===== src/rtl/fsac_defines.svh =====
/*
 * Register offsets, field positions, reset values and size codes for the
 * fault status and fault address capture block.
 * Assumes inclusion by bare name from the design module and the bench.
 */
`ifndef FSAC_DEFINES_SVH
`define FSAC_DEFINES_SVH

// ----------------------------------------------------------------------
// Register byte offsets
// ----------------------------------------------------------------------
`define FSAC_OFF_HARD_FAULT_STATUS  8'h00
`define FSAC_OFF_MEM_FAULT_ADDR     8'h04
`define FSAC_OFF_BUS_FAULT_ADDR     8'h08
`define FSAC_OFF_ADDR_VALID         8'h0C
`define FSAC_OFF_ACCESS_ERROR       8'h10

// ----------------------------------------------------------------------
// Field positions
// ----------------------------------------------------------------------
`define FSAC_BIT_DEBUG_EVENT        31
`define FSAC_BIT_FORCED             30
`define FSAC_BIT_VECTOR_READ        1
`define FSAC_BIT_MEM_VALID          0
`define FSAC_BIT_BUS_VALID          1

// ----------------------------------------------------------------------
// Reset values and access size codes
// ----------------------------------------------------------------------
`define FSAC_RST_WORD               32'h0000_0000
`define FSAC_SIZE_WORD              2'h2

`endif


===== src/rtl/fsac_pkg.sv =====
/*
 * Types shared by the fault status and fault address capture block.
 * Assumes the defines header sits on the include path.
 */
package fsac_pkg;

    // ------------------------------------------------------------------
    // Register bus request
    // ------------------------------------------------------------------
    typedef struct packed {
        logic [7:0]  addr;
        logic [31:0] wdata;
        logic [1:0]  size;
        logic        wr;
        logic        rd;
    } fsac_req_t;

    // ------------------------------------------------------------------
    // Fault report from the core
    // ------------------------------------------------------------------
    typedef struct packed {
        logic        forced;
        logic        vector_read;
        logic        mem_fault;
        logic [31:0] mem_addr;
        logic        bus_fault;
        logic        imprecise;
        logic [31:0] bus_addr;
    } fsac_fault_t;

    // Register bus decode state
    typedef enum logic [1:0] {
        FSAC_IDLE  = 2'b00,
        FSAC_READ  = 2'b01
    } fsac_bus_state_t;

endpackage : fsac_pkg


===== src/rtl/fsac_fault_capture.sv =====
/*
 * Fault status and fault address capture: sticky hard fault flags,
 * memory protection and bus fault address registers with valid flags,
 * and a plain register port for privileged software.
 * Assumes the core delivers one-cycle fault pulses synchronous to clock.
 */
//
// Functional notes
// - Hard fault flags are sticky and clear only by a written one or reset.
// - Bit 30 sets when a configurable-priority fault escalates to hard fault.
// - Bit 1 sets on a bus fault during a vector table read, always a hard fault.
// - With bit 1 set the stacked return address is the preempted instruction.
// - The memory fault address holds the faulting address while its valid is one; a word write to it still replaces the value and leaves valid set.
// - For unaligned faults the memory fault address is the real faulting piece.
// - The bus fault address holds the faulting address while its valid is one; a word write to it still replaces the value and leaves valid set.
// - For unaligned faults the bus fault address is the requested address.
// - Unaligned or non-word accesses are not supported; they are dropped and set the access error flag.
// - A later fault may overwrite a fault address register with a new address.
// - An imprecise bus error leaves the bus fault address unwritten.
`timescale 1ns/1ps
`include "fsac_defines.svh"

module fsac_fault_capture
    import fsac_pkg::*;
(
    // Clock and reset
    input  wire logic        clock,
    input  wire logic        rst_b,
    // Register port
    input  wire fsac_req_t   req,
    output logic [31:0]      rdata,
    // Fault reports from the core
    input  wire fsac_fault_t fault,
    input  wire logic        debug_event,
    // Status toward the exception logic
    output logic             vector_read_fault_flag,
    output logic             stack_preempted_pc,
    output logic             memory_protection_address_valid,
    output logic             bus_address_valid
);

    // ------------------------------------------------------------------
    // Reset release
    // ------------------------------------------------------------------
    logic rst_meta_q;
    logic rst_sync_b;

    // Two stages so deassertion is clean against clock
    always_ff @(posedge clock or negedge rst_b) begin
        if (!rst_b) begin
            rst_meta_q <= 1'b0;
            rst_sync_b <= 1'b0;
        end else begin
            rst_meta_q <= 1'b1;
            rst_sync_b <= rst_meta_q;
        end
    end

    // ------------------------------------------------------------------
    // Access decode
    // ------------------------------------------------------------------
    logic ok_access;
    logic wr_hfs;
    logic wr_mem;
    logic wr_bus;
    logic wr_val;
    logic bad_access;

    // reject non-word access
    // Only aligned word accesses act; anything else is flagged and dropped
    assign ok_access  = (req.size == `FSAC_SIZE_WORD) && (req.addr[1:0] == 2'b00);
    assign bad_access = (req.wr || req.rd) && !ok_access;
    assign wr_hfs = req.wr && ok_access && (req.addr == `FSAC_OFF_HARD_FAULT_STATUS);
    assign wr_mem = req.wr && ok_access && (req.addr == `FSAC_OFF_MEM_FAULT_ADDR);
    assign wr_bus = req.wr && ok_access && (req.addr == `FSAC_OFF_BUS_FAULT_ADDR);
    assign wr_val = req.wr && ok_access && (req.addr == `FSAC_OFF_ADDR_VALID);

    // ------------------------------------------------------------------
    // Hard fault status flags
    // ------------------------------------------------------------------
    logic forced_q;
    logic vector_q;
    logic debug_q;
    logic clr_forced;
    logic clr_vector;
    logic clr_debug;

    // A written one clears a flag; written zeros leave it alone
    assign clr_forced = wr_hfs && req.wdata[`FSAC_BIT_FORCED];
    assign clr_vector = wr_hfs && req.wdata[`FSAC_BIT_VECTOR_READ];
    assign clr_debug  = wr_hfs && req.wdata[`FSAC_BIT_DEBUG_EVENT];

    // sticky set wins
    // A fault in the same cycle as a clearing write keeps the flag set
    always_ff @(posedge clock or negedge rst_sync_b) begin
        if (!rst_sync_b) begin
            forced_q <= 1'b0;
            vector_q <= 1'b0;
            debug_q  <= 1'b0;
        end else begin
            if (fault.forced)
                forced_q <= 1'b1;
            else if (clr_forced)
                forced_q <= 1'b0;
            if (fault.vector_read)
                vector_q <= 1'b1;
            else if (clr_vector)
                vector_q <= 1'b0;
            // Debug bit only sets from the debug side; a written one clears it
            if (debug_event)
                debug_q <= 1'b1;
            else if (clr_debug)
                debug_q <= 1'b0;
        end
    end

    assign vector_read_fault_flag = vector_q;
    assign stack_preempted_pc     = vector_q;

    // ------------------------------------------------------------------
    // Fault address registers
    // ------------------------------------------------------------------
    logic [31:0] mem_addr_q;
    logic [31:0] bus_addr_q;
    logic        mem_valid_q;
    logic        bus_valid_q;
    logic        bus_capture;
    logic        clr_mem_valid;
    logic        clr_bus_valid;

    assign bus_capture = fault.bus_fault && !fault.imprecise;

    // Valid flags clear by a written one in the shared valid word
    assign clr_mem_valid = wr_val && req.wdata[`FSAC_BIT_MEM_VALID];
    assign clr_bus_valid = wr_val && req.wdata[`FSAC_BIT_BUS_VALID];

    // core supplies the split piece address
    always_ff @(posedge clock or negedge rst_sync_b) begin
        if (!rst_sync_b) begin
            mem_addr_q  <= `FSAC_RST_WORD;
            mem_valid_q <= 1'b0;
        end else if (fault.mem_fault) begin
            mem_addr_q  <= fault.mem_addr;
            mem_valid_q <= 1'b1;
        end else begin
            if (wr_mem)
                mem_addr_q <= req.wdata;
            if (clr_mem_valid)
                mem_valid_q <= 1'b0;
        end
    end

    always_ff @(posedge clock or negedge rst_sync_b) begin
        if (!rst_sync_b) begin
            bus_addr_q  <= `FSAC_RST_WORD;
            bus_valid_q <= 1'b0;
        end else if (bus_capture) begin
            bus_addr_q  <= fault.bus_addr;
            bus_valid_q <= 1'b1;
        end else begin
            if (wr_bus)
                bus_addr_q <= req.wdata;
            if (clr_bus_valid)
                bus_valid_q <= 1'b0;
        end
    end

    assign memory_protection_address_valid = mem_valid_q;
    assign bus_address_valid               = bus_valid_q;

    // ------------------------------------------------------------------
    // Access error status
    // ------------------------------------------------------------------
    logic access_err_q;

    // Sticky record of rejected accesses; set wins over clear
    always_ff @(posedge clock or negedge rst_sync_b) begin
        if (!rst_sync_b)
            access_err_q <= 1'b0;
        else if (bad_access)
            access_err_q <= 1'b1;
        else if (req.wr && ok_access && (req.addr == `FSAC_OFF_ACCESS_ERROR)
                 && req.wdata[0])
            access_err_q <= 1'b0;
    end

    // ------------------------------------------------------------------
    // Read data
    // ------------------------------------------------------------------
    logic [31:0] rd_d;

    always_comb begin
        rd_d = `FSAC_RST_WORD;
        case (req.addr)
            `FSAC_OFF_HARD_FAULT_STATUS: begin
                rd_d[`FSAC_BIT_DEBUG_EVENT] = debug_q;
                rd_d[`FSAC_BIT_FORCED]      = forced_q;
                rd_d[`FSAC_BIT_VECTOR_READ] = vector_q;
            end
            `FSAC_OFF_MEM_FAULT_ADDR: rd_d = mem_addr_q;
            `FSAC_OFF_BUS_FAULT_ADDR: rd_d = bus_addr_q;
            `FSAC_OFF_ADDR_VALID: begin
                rd_d[`FSAC_BIT_MEM_VALID] = mem_valid_q;
                rd_d[`FSAC_BIT_BUS_VALID] = bus_valid_q;
            end
            `FSAC_OFF_ACCESS_ERROR: rd_d[0] = access_err_q;
            default: rd_d = `FSAC_RST_WORD;
        endcase
    end

    // Data stands only in the cycle after the read strobe
    always_ff @(posedge clock or negedge rst_sync_b) begin
        if (!rst_sync_b)
            rdata <= `FSAC_RST_WORD;
        else if (req.rd && ok_access)
            rdata <= rd_d;
        else
            rdata <= `FSAC_RST_WORD;
    end
endmodule : fsac_fault_capture


===== config.mk =====
export PLATFORM = sky130hd
export DESIGN_NAME = fsac_fault_capture
export DESIGN_NICKNAME = d
export VERILOG_FILES = /design/src/rtl/fsac_pkg.sv /design/src/rtl/fsac_fault_capture.sv
export VERILOG_INCLUDE_DIRS = /design/src /design/src/rtl
export SDC_FILE = /design/constraint.sdc
export NUM_CORES = 1
export LEC_CHECK = 0
export BUFFER_PORTS_ARGS = -buffer_cell sky130_fd_sc_hd__buf_2
export CAP_MARGIN = 15
export CORE_UTILIZATION = 53
export CTS_BUF_LIST = sky130_fd_sc_hd__clkbuf_8
export DETAILED_ROUTE_END_ITERATION = 10
export PLACE_DENSITY = 0.93
export SETUP_SLACK_MARGIN = 0.3
export SLEW_MARGIN = 20
export SYNTH_ARGS = -nofsm -noshare
export SYNTH_HDL_FRONTEND = slang
export SYNTH_SLANG_ARGS = --single-unit

===== constraint.sdc =====
create_clock -name clock -period 4.4 [get_ports clock]
set_clock_uncertainty 0.05 [all_clocks]
set_input_delay 0.44 -clock clock [delete_from_list [all_inputs] [get_ports clock]]
set_output_delay 0.44 -clock clock [all_outputs]
set_load 0.02 [all_outputs]

Yosys cells after proc, flatten, opt, wreduce, memory -nomap -nowiden
Cells that the tools add are included.
- bits in registers: 104
- latch bits: 0
- RAM bits: 0
- memory bits (read-only): 0
- bits of input ports: 116
- output and inout port bits: 36
- word-level logic and storage cells: 66
- memories: 0
- add/sub/neg operators: 0
- multiply operators: 0
- div/mod/pow operators: 0
- $lt $le $gt $ge: 0
- equal/unequal tests: 5
- shifts and indexed selects: 0
- mux-type cells: 21
- bitwise operators: 0
- reduce and logical (&&, ||, !) cells: 29
- operators by type and width (cell ; count):
    32-bit 2-to-1 mux ; 5
    28-bit case mux with 2 select lines ; 1
    8-bit by 4-bit equality test with 1-bit output, second input constant ; 2
    1-bit logical AND ; 16
    2-bit nonzero test ; 8
    1-bit 2-to-1 mux ; 12
    8-bit by 3-bit equality test with 1-bit output, second input constant ; 1
    8-bit by 5-bit equality test with 1-bit output, second input constant ; 1
    8-bit zero test ; 1
    1-bit case mux with 4 select lines ; 2
    2-bit case mux with 3 select lines ; 1
    2-bit equality test, second input constant ; 1
    1-bit zero test ; 2
    2-bit zero test ; 1
    1-bit logical OR ; 1

Longest topological paths before layout
Gate-level depths: netlist of run 1.
- depth in word-level cells: 7
- mapped depth: 7
- mapped depth without buffers: 4

Least setup slack after synthesis of run 1
OpenSTA, ideal clock, no wires.
- path type: input-to-reg
- start point: input port fault[32] in the netlist's numbering
- end point: register bus_addr_q[10]
- data arrival time: 1.584 ns
- data required time: 4.224 ns
- path slack: 2.640 ns
- stages on the path: 5
- cell sequence: nand2b_1 clkbuf_1 clkbuf_1 mux2i_1 a21oi_2
- longest elaborated chain between the ends: 3
- elaborated cells on any way between the ends: 4
- ends and longest elaborated chain (item ; line ; text):
    start: declaration ; fsac_fault_capture.sv:33 ; input wire fsac_fault_t fault,
    1-bit zero test * ; fsac_fault_capture.sv:131 ; assign bus_capture = fault.bus_fault && !fault.imprecise;
    1-bit logical AND * ; fsac_fault_capture.sv:131 ;
    32-bit 2-to-1 mux / 2-bit nonzero test (equally long branches) ; - ;
    end signal: assignment ; fsac_fault_capture.sv:155 ; bus_addr_q <= `FSAC_RST_WORD;
    end signal: assignment ; fsac_fault_capture.sv:158 ; bus_addr_q <= fault.bus_addr;
    end signal: assignment ; fsac_fault_capture.sv:162 ; bus_addr_q <= req.wdata;
    end: declaration ; fsac_fault_capture.sv:124 ; logic [31:0] bus_addr_q;
Mark *: on every way between the ends. The rest lies on a longest branch, timed or not.
A chain may end at the register's enable or synchronous reset.

Worst setup path after layout of run 1
- start point: input port req[41] in the netlist's numbering
- end point: register bus_addr_q[30]
- longest elaborated chain between the ends: 3
- ends and longest elaborated chain (item ; line ; text):
    start: declaration ; fsac_fault_capture.sv:30 ; input wire fsac_req_t req,
    8-bit by 4-bit equality test with 1-bit output ; - ;
    1-bit logical AND ; fsac_fault_capture.sv:75 ; assign wr_bus = req.wr && ok_access && (req.addr == `FSAC_OFF_BUS_FAULT_ADDR);
    2-bit nonzero test (no source line) ; - ;
No other way between the ends.

==> results of run 1 <==
layout by cell type, fill, tap and decap left out, types with 2 or more instances in the layout:
cell | Yosys | routed
mux2i_1 | 66 | 66
nor2b_2 | 0 | 2
inv_1 | 3 | 5
or2_2 | 1 | 2
dfrtp_1 | 104 | 103
nor3_1 | 35 | 35
nor2b_1 | 4 | 2
nand3_1 | 3 | 3
clkinvlp_4 | 0 | 2
buf_2 | 2 | 151
nor2_1 | 39 | 39
clkbuf_8 | 0 | 10
a31oi_1 | 4 | 3
a21oi_2 | 30 | 30
a22oi_1 | 29 | 29
o21ai_0 | 33 | 33
buf_4 | 1 | 9
nand2_1 | 35 | 35
a21oi_1 | 5 | 5
logic make-up after synthesis:
kind of cell	after synthesis	share of synthesized area [%]
AOI/OAI and AO/OA	103	14.94
buffers and inverters	39	3.676
DFF	104	54.61
muxes	68	14.57
other	1	0.07869
and+or+nand+nor	125	12.13
power breakdown:
part           total [mW]  internal, mW  switching [mW]
Sequential           1.08          1.03          0.0506
Combinational       0.280         0.136           0.144
Clock               0.600         0.276           0.324
Total                1.96          1.44           0.518
flip-flops by register name, indices dropped and copies added, names as in the netlist:
signal,count
access_err_q,1
bus_addr_q,32
bus_address_valid,1
debug_q,1
forced_q,1
mem_addr_q,32
memory_protection_address_valid,1
rdata,32
rst_meta_q,1
rst_sync_b,1
stack_preempted_pc,1
metal layers:
metal	routed length (µm)	global-route usage, %
met5	0	0
met4	198	8.037
met3	676	3.757
met2	6144	45.61
met1	4854	35.03
through the flow:
step / hold WS (ns) / instances / area (µm²) / worst slack [ns] / power (mW)
after floorplan: 0.09441 / 440 / 4766 / 1.238 / 1.264
after global placement: 0.1770 / 672 / 5587 / 1.957 / 1.360
after detailed placement: 0.1792 / 672 / 5587 / 1.815 / 1.380
after CTS: 0.2444 / 689 / 5796 / 2.190 / 1.967
after global routing: 0.2463 / 689 / 5796 / 2.105 / 2.044
final: 0.2534 / 689 / 5796 / 2.210 / 1.962
area by class of cell:
class                           count  area share [%]
Sequential cell                   104           44.97
Multi-Input combinational cell    297           34.69
Timing Repair Buffer              161           14.38
Clock buffer                       10           2.375
Tap cell                          108           2.332
Clock inverter                      6           1.058
Inverter                            3          0.1943
worst max path at each step:
stage                          end  slack [ns]  depth (start not counted)
floorplan             access_err_q        1.24                          0
CTS                 bus_addr_q[30]        2.19                          6
detailed placement  bus_addr_q[30]        1.82                          6
finish              bus_addr_q[30]        2.21                          6
global placement    bus_addr_q[30]        1.96                          6
global route        bus_addr_q[30]        2.10                          6
==> out/results.tsv, run 1 <==
stage	metric	value	unit
cts	htree_levels	3	
hold_path	worst_hold_path_type	input port to register	
grt	antenna_found_initial	0	
yosys	ys_seq_elements	104	
worst_setup_path	rrSetupSlack	2.87	ns
finish	nets	692	
cts	cts_resized	0	
route	first_iter_violations	191	
worst_setup_path	startpoint_type	input port	
worst_setup_path	critPathMaxFanout	36	
yosys	synth_edf_count	0	
yosys	synth_top_area_share	54.61	%
worst_setup_path	cp-end-kind	register	
worst_setup_path	rr_startpoint	rst_sync_b	
sta	period_minus_slack	2.190	ns
yosys	yosysSeqAreaShare	54.61	%
finish	drive_above_1_share	37.01	%
finish	diodes	0	
die	rows	34	
sta	drv_slew	0	
worst_setup_path	crit_type	input port to register	
route	drc	0	
hold_path	whs_endpoint	debug_q	
sta	slew_headroom	34.36	%
sta	worst_slew_pin_slew	0.9846	ns
route	wl	11870	µm
route	ant_nets	0	
worst_setup_path	cp-startpoint	req[41]	
yosys	ys_types	32	
placed_design	port_buffers	151	
grt	grt_pass1_vias	4086	
worst_setup_path	worstPathCellList	buf_2 > nor3_1 > nand4_2 > buf_4 > or2_2 > a21oi_1	
worst_setup_path	r2r_cells	1	
grt	grt_use_total	26.58	%
finish	area_delta_synth_final	21.61	%
run_status	status	complete, no violations	
yosys	synth_warnings	0	
yosys	synth-async-reset-ratio	100.0	%
power_and_ir_drop	power_leakage	2.897	nW
sta	rsz0062_at_grt	no	
power_and_ir_drop	p_per_area	338.5	mW/mm²
hold_path	min_from	req[35]	
yosys	synth_area_leaders	dfrtp_1 (55%), mux2i_1 (14%), a21oi_2 (5.5%), a22oi_1 (4.6%), nor3_1 (3.7%)	
cts	clock_path_buffers	2	
route	first_pass_iters	4	
yosys	syn_inst	440	
cts	tritoncts	built	
cts	post_cts_buffers	0	
cts	cts_hold_buf	1	
cts	cts_sinks	104	
route	avgRoutedWirePerCell	17.23	µm
worst_setup_path	slowest_delay	0.68	ns
worst_setup_path	critPathArrivalTime	2.41	ns
cts	cts-buffers-inserted	9	
sta	fin_tns_setup	0	ns
die	coreArea	0.008721	mm²
flow_run	drv_cap	0	
worst_setup_path	critPathTopFamily	simple AND/OR/NAND/NOR gates	
die	dieHeight	96.83	µm
finish	multi_input_area	0.002011	mm²
sta	max_freq	456.6	MHz
sta	hold_viol_final	0	
worst_setup_path	worst_path_max_delay_cell	or2_2	
yosys	synth_nets	556	
yosys	synth_common_cells	dfrtp_1 (104), mux2i_1 (66), nor2_1 (39)	
finish	finish.utilization	66.46	%
cts	clkTransAtPathRegs	0.10	ns
route	viasPerCell	5.714	
finish	fillers	691	
worst_setup_path	path_buf_inv	2	
die	initial_core_util	54.65	%
placed_design	hpwl	8019	µm
finish	final-seq-area	0.002606	mm²
sta	timing.final.crit_share	49.77	%
yosys	avgSynthCellArea	10.83	µm²
yosys	ys_dominant_reg_cell	dfrtp_1	
cts	root_buffer	clkbuf_8	
placed_design	place.gp.congestion	0.8112	
worst_setup_path	r2r_end	mem_addr_q[15]	
sta	setup_violations	0	
worst_setup_path	critical_path_required	4.62	ns
grt	grt_pass1_wl	20040	µm
die	die_area	0.009375	mm²
route	num_vias	3937	
die	ios	152	
die	die_w	96.83	µm
yosys	synth_area	0.004766	mm²
grt	overflow	0	
cts	clkLatencyLatePin	0.35	ns
yosys	synth_area_leader_cell	dfrtp_1	
grt	grt_max_degree	65	
power_and_ir_drop	peakVddDrop	0.2353	mV
yosys	synth_most_common_cell	dfrtp_1	
hold_path	whs_path_depth	2	
Note: power is estimated with default switching activity, not from simulation.
==> run 2, diff against run 1 <==
- ABC_AREA: unset -> 1
- CORE_UTILIZATION: 53 -> 48
- PLACE_DENSITY: 0.93 -> 0.88
- clock period: 4.4 -> 2 ns (I/O delays scaled with it)
==> run 2 against run 1 <==
Clock power rose by 110%. Final area is 7.3% higher. First-iteration DRC count increased by 52%. Area after synthesis grew 8.0%. Combinational power up 110%. Sequential power rose by 120%. Final cell count up 43%. Critical path depth rose by 3. Sequential cell count did not move. Register-to-register slack worse by 1.8 ns.
==> out/results.tsv, run 2 <==
stage	metric	value	unit	change
finish	layout_common_cells	nand2_1 (369), buf_2 (151), dfrtp_1 (103), nand3_1 (68), a21oi_1 (38)		
yosys	avgSynthCellArea	7.298	µm²	-33%
yosys	synth_warnings	0		unchanged
sta	drv_slew	0		unchanged
grt	overflow	0		unchanged
finish	layout_commonest_cell	nand2_1		
route	first_pass_iters	5		+1
die	coreArea	0.01037	mm²	+19%
sta	max_freq	733.8	MHz	
cts	cts-buffers-inserted	9		unchanged
worst_setup_path	worstPathCellList	buf_2 > nor2_4 > nand2_2 > nor2_4 > nand2_2 > nand2_4 > inv_2 > nand2_1 > nand2_1		
cts	clkTransAtPathRegs	0.10	ns	about the same
grt	grt_pass1_wl	21470	µm	+7.2%
cts	cts_resized	0		unchanged
cts	cts_sinks	104		unchanged
grt	grt_use_total	24.46	%	-2.1 points
finish	drive_above_1_share	23.06	%	-14 points
yosys	synth_most_common_cell	nand2_1		
worst_setup_path	crit_type	input port to register		
worst_setup_path	worst_path_max_delay_cell	inv_2		
grt	antenna_found_initial	0		unchanged
cts	root_buffer	clkbuf_8		
sta	slew_headroom	62.39	%	+28 points
die	initial_core_util	49.61	%	-5.0 points
worst_setup_path	critPathArrivalTime	1.57	ns	-0.84 ns
cts	clkLatencyLatePin	0.37	ns	+0.02 ns
yosys	synth-async-reset-ratio	100.0	%	unchanged
worst_setup_path	startpoint_type	input port		
finish	finish.utilization	59.98	%	-6.5 points
cts	tritoncts	built		
grt	grt_pass1_vias	4634		+13%
run_status	status	complete, no violations		
power_and_ir_drop	p_per_area	670.3	mW/mm²	+98%
worst_setup_path	critPathMaxFanout	32		-11%
route	viasPerCell	4.972		-13%
finish	reg_top3	bus_addr_q x32, mem_addr_q x32, rdata x32		
die	rows	37		+8.8%
route	first_iter_violations	291		+52%
grt	grt_max_degree	95		+46%
route	wl	12890	µm	+8.6%
yosys	synth_common_cells	nand2_1 (370), dfrtp_1 (104), nand3_1 (68)		
worst_setup_path	critical_path_required	2.21	ns	-2.41 ns
die	dieHeight	105.5	µm	+9.0%
sta	rsz0062_at_grt	no		
finish	diodes	0		unchanged
yosys	synth_area	0.005145	mm²	+8.0%
cts	htree_levels	3		unchanged
yosys	synth_nets	821		+48%
finish	final-seq-area	0.002606	mm²	unchanged
finish	nets	961		+39%
sta	timing.final.crit_share	68.14	%	
yosys	ys_dominant_reg_cell	dfrtp_1		
die	die_area	0.01114	mm²	+19%
worst_setup_path	cp-end-kind	register		
yosys	yosysSeqAreaShare	50.58	%	-4.0 points
die	die_w	105.5	µm	+9.0%
hold_path	worst_hold_path_type	input port to register		
placed_design	port_buffers	151		unchanged
cts	clock_path_buffers	2		unchanged
route	drc	0		unchanged
yosys	ys_types	21		-34%
yosys	synth_edf_count	0		unchanged
power_and_ir_drop	peakVddDrop	0.5070	mV	+120%
worst_setup_path	slowest_delay	0.27	ns	-0.41 ns
finish	area_delta_synth_final	20.89	%	
sta	period_minus_slack	1.363	ns	
route	num_vias	4902		+25%
sta	setup_violations	0		unchanged
yosys	ys_seq_elements	104		unchanged
flow_run	drv_cap	0		unchanged
yosys	synth_top_area_share	50.58	%	-4.0 points
placed_design	hpwl	8997	µm	+12%
finish	multi_input_area	0.002216	mm²	+10%
sta	fin_tns_setup	0	ns	unchanged
yosys	synth_area_leaders	dfrtp_1 (51%), nand2_1 (27%), nand3_1 (6.6%), a21oi_1 (3.7%), nor2_1 (2.1%)		
placed_design	place.gp.congestion	0.8124		+0.15%
yosys	syn_inst	705		+60%
route	ant_nets	0		unchanged
die	ios	152		unchanged
route	avgRoutedWirePerCell	13.08	µm	-24%
sta	hold_viol_final	0		unchanged
yosys	synth_area_leader_cell	dfrtp_1		
finish	fillers	989		+43%
power_and_ir_drop	power_leakage	3.480	nW	+20%
sta	worst_slew_pin_slew	0.5633	ns	-0.4212 ns
## run 2: cell types whose count changed in the layout (fill, tap and decap cells not counted), sizes merged, moves of 4 or more
cell and change:
a22oi -29, a31oi -4, buf +6, inv +26, mux2i -66, nand2 +341
nand3 +65, nor2 -5, nor2b -4, nor3 -35, o21ai -22
## run 2: path summary, 6_finish.rpt
kind / slack, ns / startpoint / end / depth (start not counted)
min in group asynchronous: 0.07 / rst_b / rst_sync_b / 2
hold reg to reg: 0.10 / rst_sync_b / rdata[18] / 0
hold / removal: 0.02 / req[1] / access_err_q / 3
max in group asynchronous: 1.05 / rst_sync_b / bus_addr_q[31] / 1
setup reg to reg: 1.05 / rst_sync_b / bus_addr_q[31] / 1
setup / recovery: 0.64 / req[37] / mem_addr_q[12] / 9
## run 2: worst max-delay path, delay by kind of cell
family        cells  cell delay (ns)
simple gates      7             0.96
buf+inv           2             0.39
## run 2: timing repair
action,in CTS,in global routing
hold buffers,4,0
buffers inserted,0,0
endpoints found under the hold margin,5,0
## run 2: report_power, final
| part | switching, mW | internal [mW] |
|---|---|---|
| clock | 0.758 | 0.469 |
| sequential | 0.0904 | 2.26 |
| combinational | 0.351 | 0.241 |
## run 2: through the flow
stage	total power, mW	cells	hold WS, ns	setup slack (ns)	area, µm²
2_1_floorplan	2.735	705	-0.1456	0.7968	5149
3_3_place_gp	2.955	966	-0.06558	0.3588	6000
3_5_place_dp	2.979	966	-0.06451	0.2611	6000
4_1_cts	4.180	986	0.02233	0.6553	6220
5_1_grt	4.388	986	0.04505	0.5173	6220
6_report	4.169	986	0.01988	0.6372	6220
## run 2: layout make-up
| cell class | count | area share, % |
|---|---|---|
| timing repair buffer | 170 | 15.21 |
| multi-input combinational | 533 | 35.63 |
| tap | 136 | 2.736 |
| inverter | 27 | 1.629 |
| clock buffer | 9 | 1.992 |
| clock inverter | 7 | 0.9052 |
| sequential | 104 | 41.90 |
## run 2: cells by family (layout without fill, tap and decap cells)
logic type / count (synthesis) / count (layout) / synth area share, %
simple gates: 479 / 479 / 37.60
buf+inv: 68 / 213 / 6.396
compound gates: 53 / 53 / 5.350
other cells: 1 / 1 / 0.07289
flops: 104 / 104 / 50.58
## run 2: routing by layer
metal | wire length (µm) | GRT usage [%] | part of all wire [%]
met5 | 0 | 0 | 0
met3 | 836 | 3.649 | 6.5
met1 | 5545 | 32.28 | 43
met2 | 6344 | 41.73 | 49
met4 | 165 | 7.440 | 1.3
==> run 3, diff against run 2 <==
- CORE_UTILIZATION: 48 -> 54
- PLACE_DENSITY: 0.88 -> 0.93
- clock period: 2 -> 1.43 ns (I/O delays scaled with it)
==> run 3 against run 2 <==
Sequential power is 40% higher. Global-route usage rose by 3.4 points. First-iteration DRC count is 40% lower. Sequential cell count unchanged. Combinational power grew 47%. Total power up 40%. Core utilization grew 9.8 points. Worst setup slack got worse by 0.33 ns. Sequential share of layout area down 1.5 points. Register-to-register slack worse by 0.65 ns. Critical endpoint is now stack_preempted_pc. Largest cell class unchanged. Largest power group unchanged. Highest routed layer unchanged.
==> out/results.tsv, run 3 (same netlist as run 2, synthesis figures left out) <==
stage	metric	value	unit	change
run_status	status	complete, no violations		
sta	rsz0062_at_grt	yes		
route	viasPerCell	5.077		+2.1%
sta	fin_hold_ws	0.02780	ns	+0.007910 ns
cts	clkTransAtPathRegs	0.10	ns	about the same
worst_setup_path	critPathTopFamily	flip-flops		
sta	period_minus_slack	1.125	ns	
power_and_ir_drop	peakVddDrop	0.5473	mV	+8.0%
placed_design	hpwl	9370	µm	+4.2%
route	avgRoutedWirePerCell	13.34	µm	+2.0%
cts	cts_sinks	104		unchanged
worst_setup_path	startpoint_type	register		
route	ant_nets	0		unchanged
worst_setup_path	rr_startpoint	stack_preempted_pc		
power_and_ir_drop	fin_total_pwr	5.833	mW	+40%
hold_path	worst_hold_path_type	input port to register		
finish	layout_common_cells	nand2_1 (368), buf_2 (145), dfrtp_1 (103), nand3_1 (66), a21oi_1 (38)		
worst_setup_path	r2r_cells	5		+4
finish	area_delta_synth_final	25.39	%	
sta	max_freq	888.7	MHz	
grt	antenna_found_initial	1		+1
die	dieHeight	99.61	µm	-5.6%
worst_setup_path	critPathArrivalTime	0.93	ns	-0.64 ns
worst_setup_path	worstPathCellList	buf_2		
die	coreArea	0.009240	mm²	-11%
grt	grt_max_degree	51		-46%
finish	finish.utilization	69.82	%	+9.8 points
cts	tritoncts	built		
worst_setup_path	r2r_end	rdata[1]		
finish	nets	977		+1.7%
worst_setup_path	crit_type	register to primary output		
die	rows	35		-5.4%
power_and_ir_drop	power_leakage	3.592	nW	+3.2%
hold_path	whs_endpoint	mem_addr_q[7]		
grt	overflow	0		unchanged
placed_design	port_buffers	151		unchanged
sta	timing.final.ws_setup	0.3047	ns	-0.3325 ns
die	ios	152		unchanged
grt	grt_pass1_wl	21610	µm	+0.64%
route	drc	0		unchanged
route	first_pass_iters	5		unchanged
worst_setup_path	slowest_delay	0.41	ns	+0.14 ns
route	first_iter_violations	176		-40%
finish	reg_top3	bus_addr_q x32, mem_addr_q x32, rdata x32		
hold_path	min_from	fault[41]		
sta	setup_violations	0		unchanged
cts	root_buffer	clkbuf_8		
worst_setup_path	critical_path_required	1.24	ns	-0.97 ns
cts	cts-buffers-inserted	9		unchanged
route	wl	13270	µm	+3.0%
sta	hold_viol_final	0		unchanged
die	die_area	0.009922	mm²	-11%
die	die_w	99.61	µm	-5.6%
grt	grt_pass1_vias	4755		+2.6%
cts	clkLatencyLatePin	0.36	ns	about the same
worst_setup_path	path_buf_inv	1		-1
finish	layout_commonest_cell	nand2_1		
finish	diodes	0		unchanged
route	num_vias	5052		+3.1%
worst_setup_path	worst_path_max_delay_cell	dfrtp_1		
grt	grt_use_total	27.82	%	+3.4 points
placed_design	place.gp.congestion	0.8293		+2.1%
sta	drv_slew	0		unchanged
placed_design	post-place-ws	-0.009717	ns	-0.2708 ns
die	initial_core_util	55.68	%	+6.1 points
flow_run	drv_cap	0		unchanged
worst_setup_path	critPathMaxFanout	3		-91%
sta	timing.final.crit_share	78.69	%	
worst_setup_path	cp-end-kind	primary output		
finish	drive_above_1_share	24.60	%	+1.5 points
cts	clock_path_buffers	2		unchanged
power_and_ir_drop	p_per_area	904.1	mW/mm²	+35%
cts	htree_levels	3		unchanged
hold_path	whs_path_depth	5		+2
worst_setup_path	rrSetupSlack	0.40	ns	-0.65 ns
[run 3: power by group]
group	leakage [nW]	internal (mW)	total, mW	switching (mW)
registers	1.32	3.16	3.29	0.131
logic	2.18	0.366	0.868	0.502
clock network	0.0933	0.653	1.67	1.02
total	3.59	4.18	5.83	1.65
[run 3: repair_timing]
action,4_1_cts,5_1_grt
hold buffers,6,0
endpoints found under the hold margin,6,0
gates resized for setup,2,16
pin swaps,0,0
endpoints found under the setup margin,5,48
buffers inserted,3,0
[run 3: worst reg2reg max path: stages (launching register included)]
cell and delay (ns):
dfrtp_1 0.41, buf_4 0.14, nand2_1 0.07, nand2_1 0.08, nor2_1 0.13, nor2_1 0.05
[run 3: how the worst max path moves through the flow]
| stage | startpoint | end | slack (ns) | cells past startpoint |
|---|---|---|---|---|
| final | stack_preempted_pc | stack_preempted_pc | 0.30 | 1 |
| after global routing | stack_preempted_pc | stack_preempted_pc | 0.26 | 1 |
| after global placement | req[37] | bus_addr_q[14] | 0.04 | 8 |
| after CTS | stack_preempted_pc | stack_preempted_pc | 0.30 | 1 |
| after floorplan | rst_sync_b | access_err_q | 0.25 | 0 |
| after detailed placement | req[37] | bus_addr_q[10] | -0.01 | 8 |
[run 3: final cells by class]
class,count,area [µm²]
Fill cell,774,2789
Sequential cell,104,2606
Multi-Input combinational cell,533,2233
Timing Repair Buffer,186,1166
Tap cell,129,161.4
Clock buffer,9,123.9
Inverter,27,106.4
Clock inverter,7,53.80
[run 3: routing by layer]
metal  wire length (µm)  track usage (%)  vias to the layer above  part of all wire (%)
met4                231            9.955                        0                   1.7
met3                891            3.584                       22                   6.7
li1                   -                -                     2499                     -
met2               6800            48.77                      207                    51
met5                  0                0                        -                     0
met1               5350            35.49                     2324                    40
[run 3: stage by stage]
step | TNS [ns] | area (µm²) | instances
after floorplan | 0 | 5156 | 705
after global placement | 0 | 6128 | 970
after detailed placement | -0.02236 | 6128 | 970
after CTS | 0 | 6395 | 995
after global routing | 0 | 6451 | 995
final | 0 | 6451 | 995
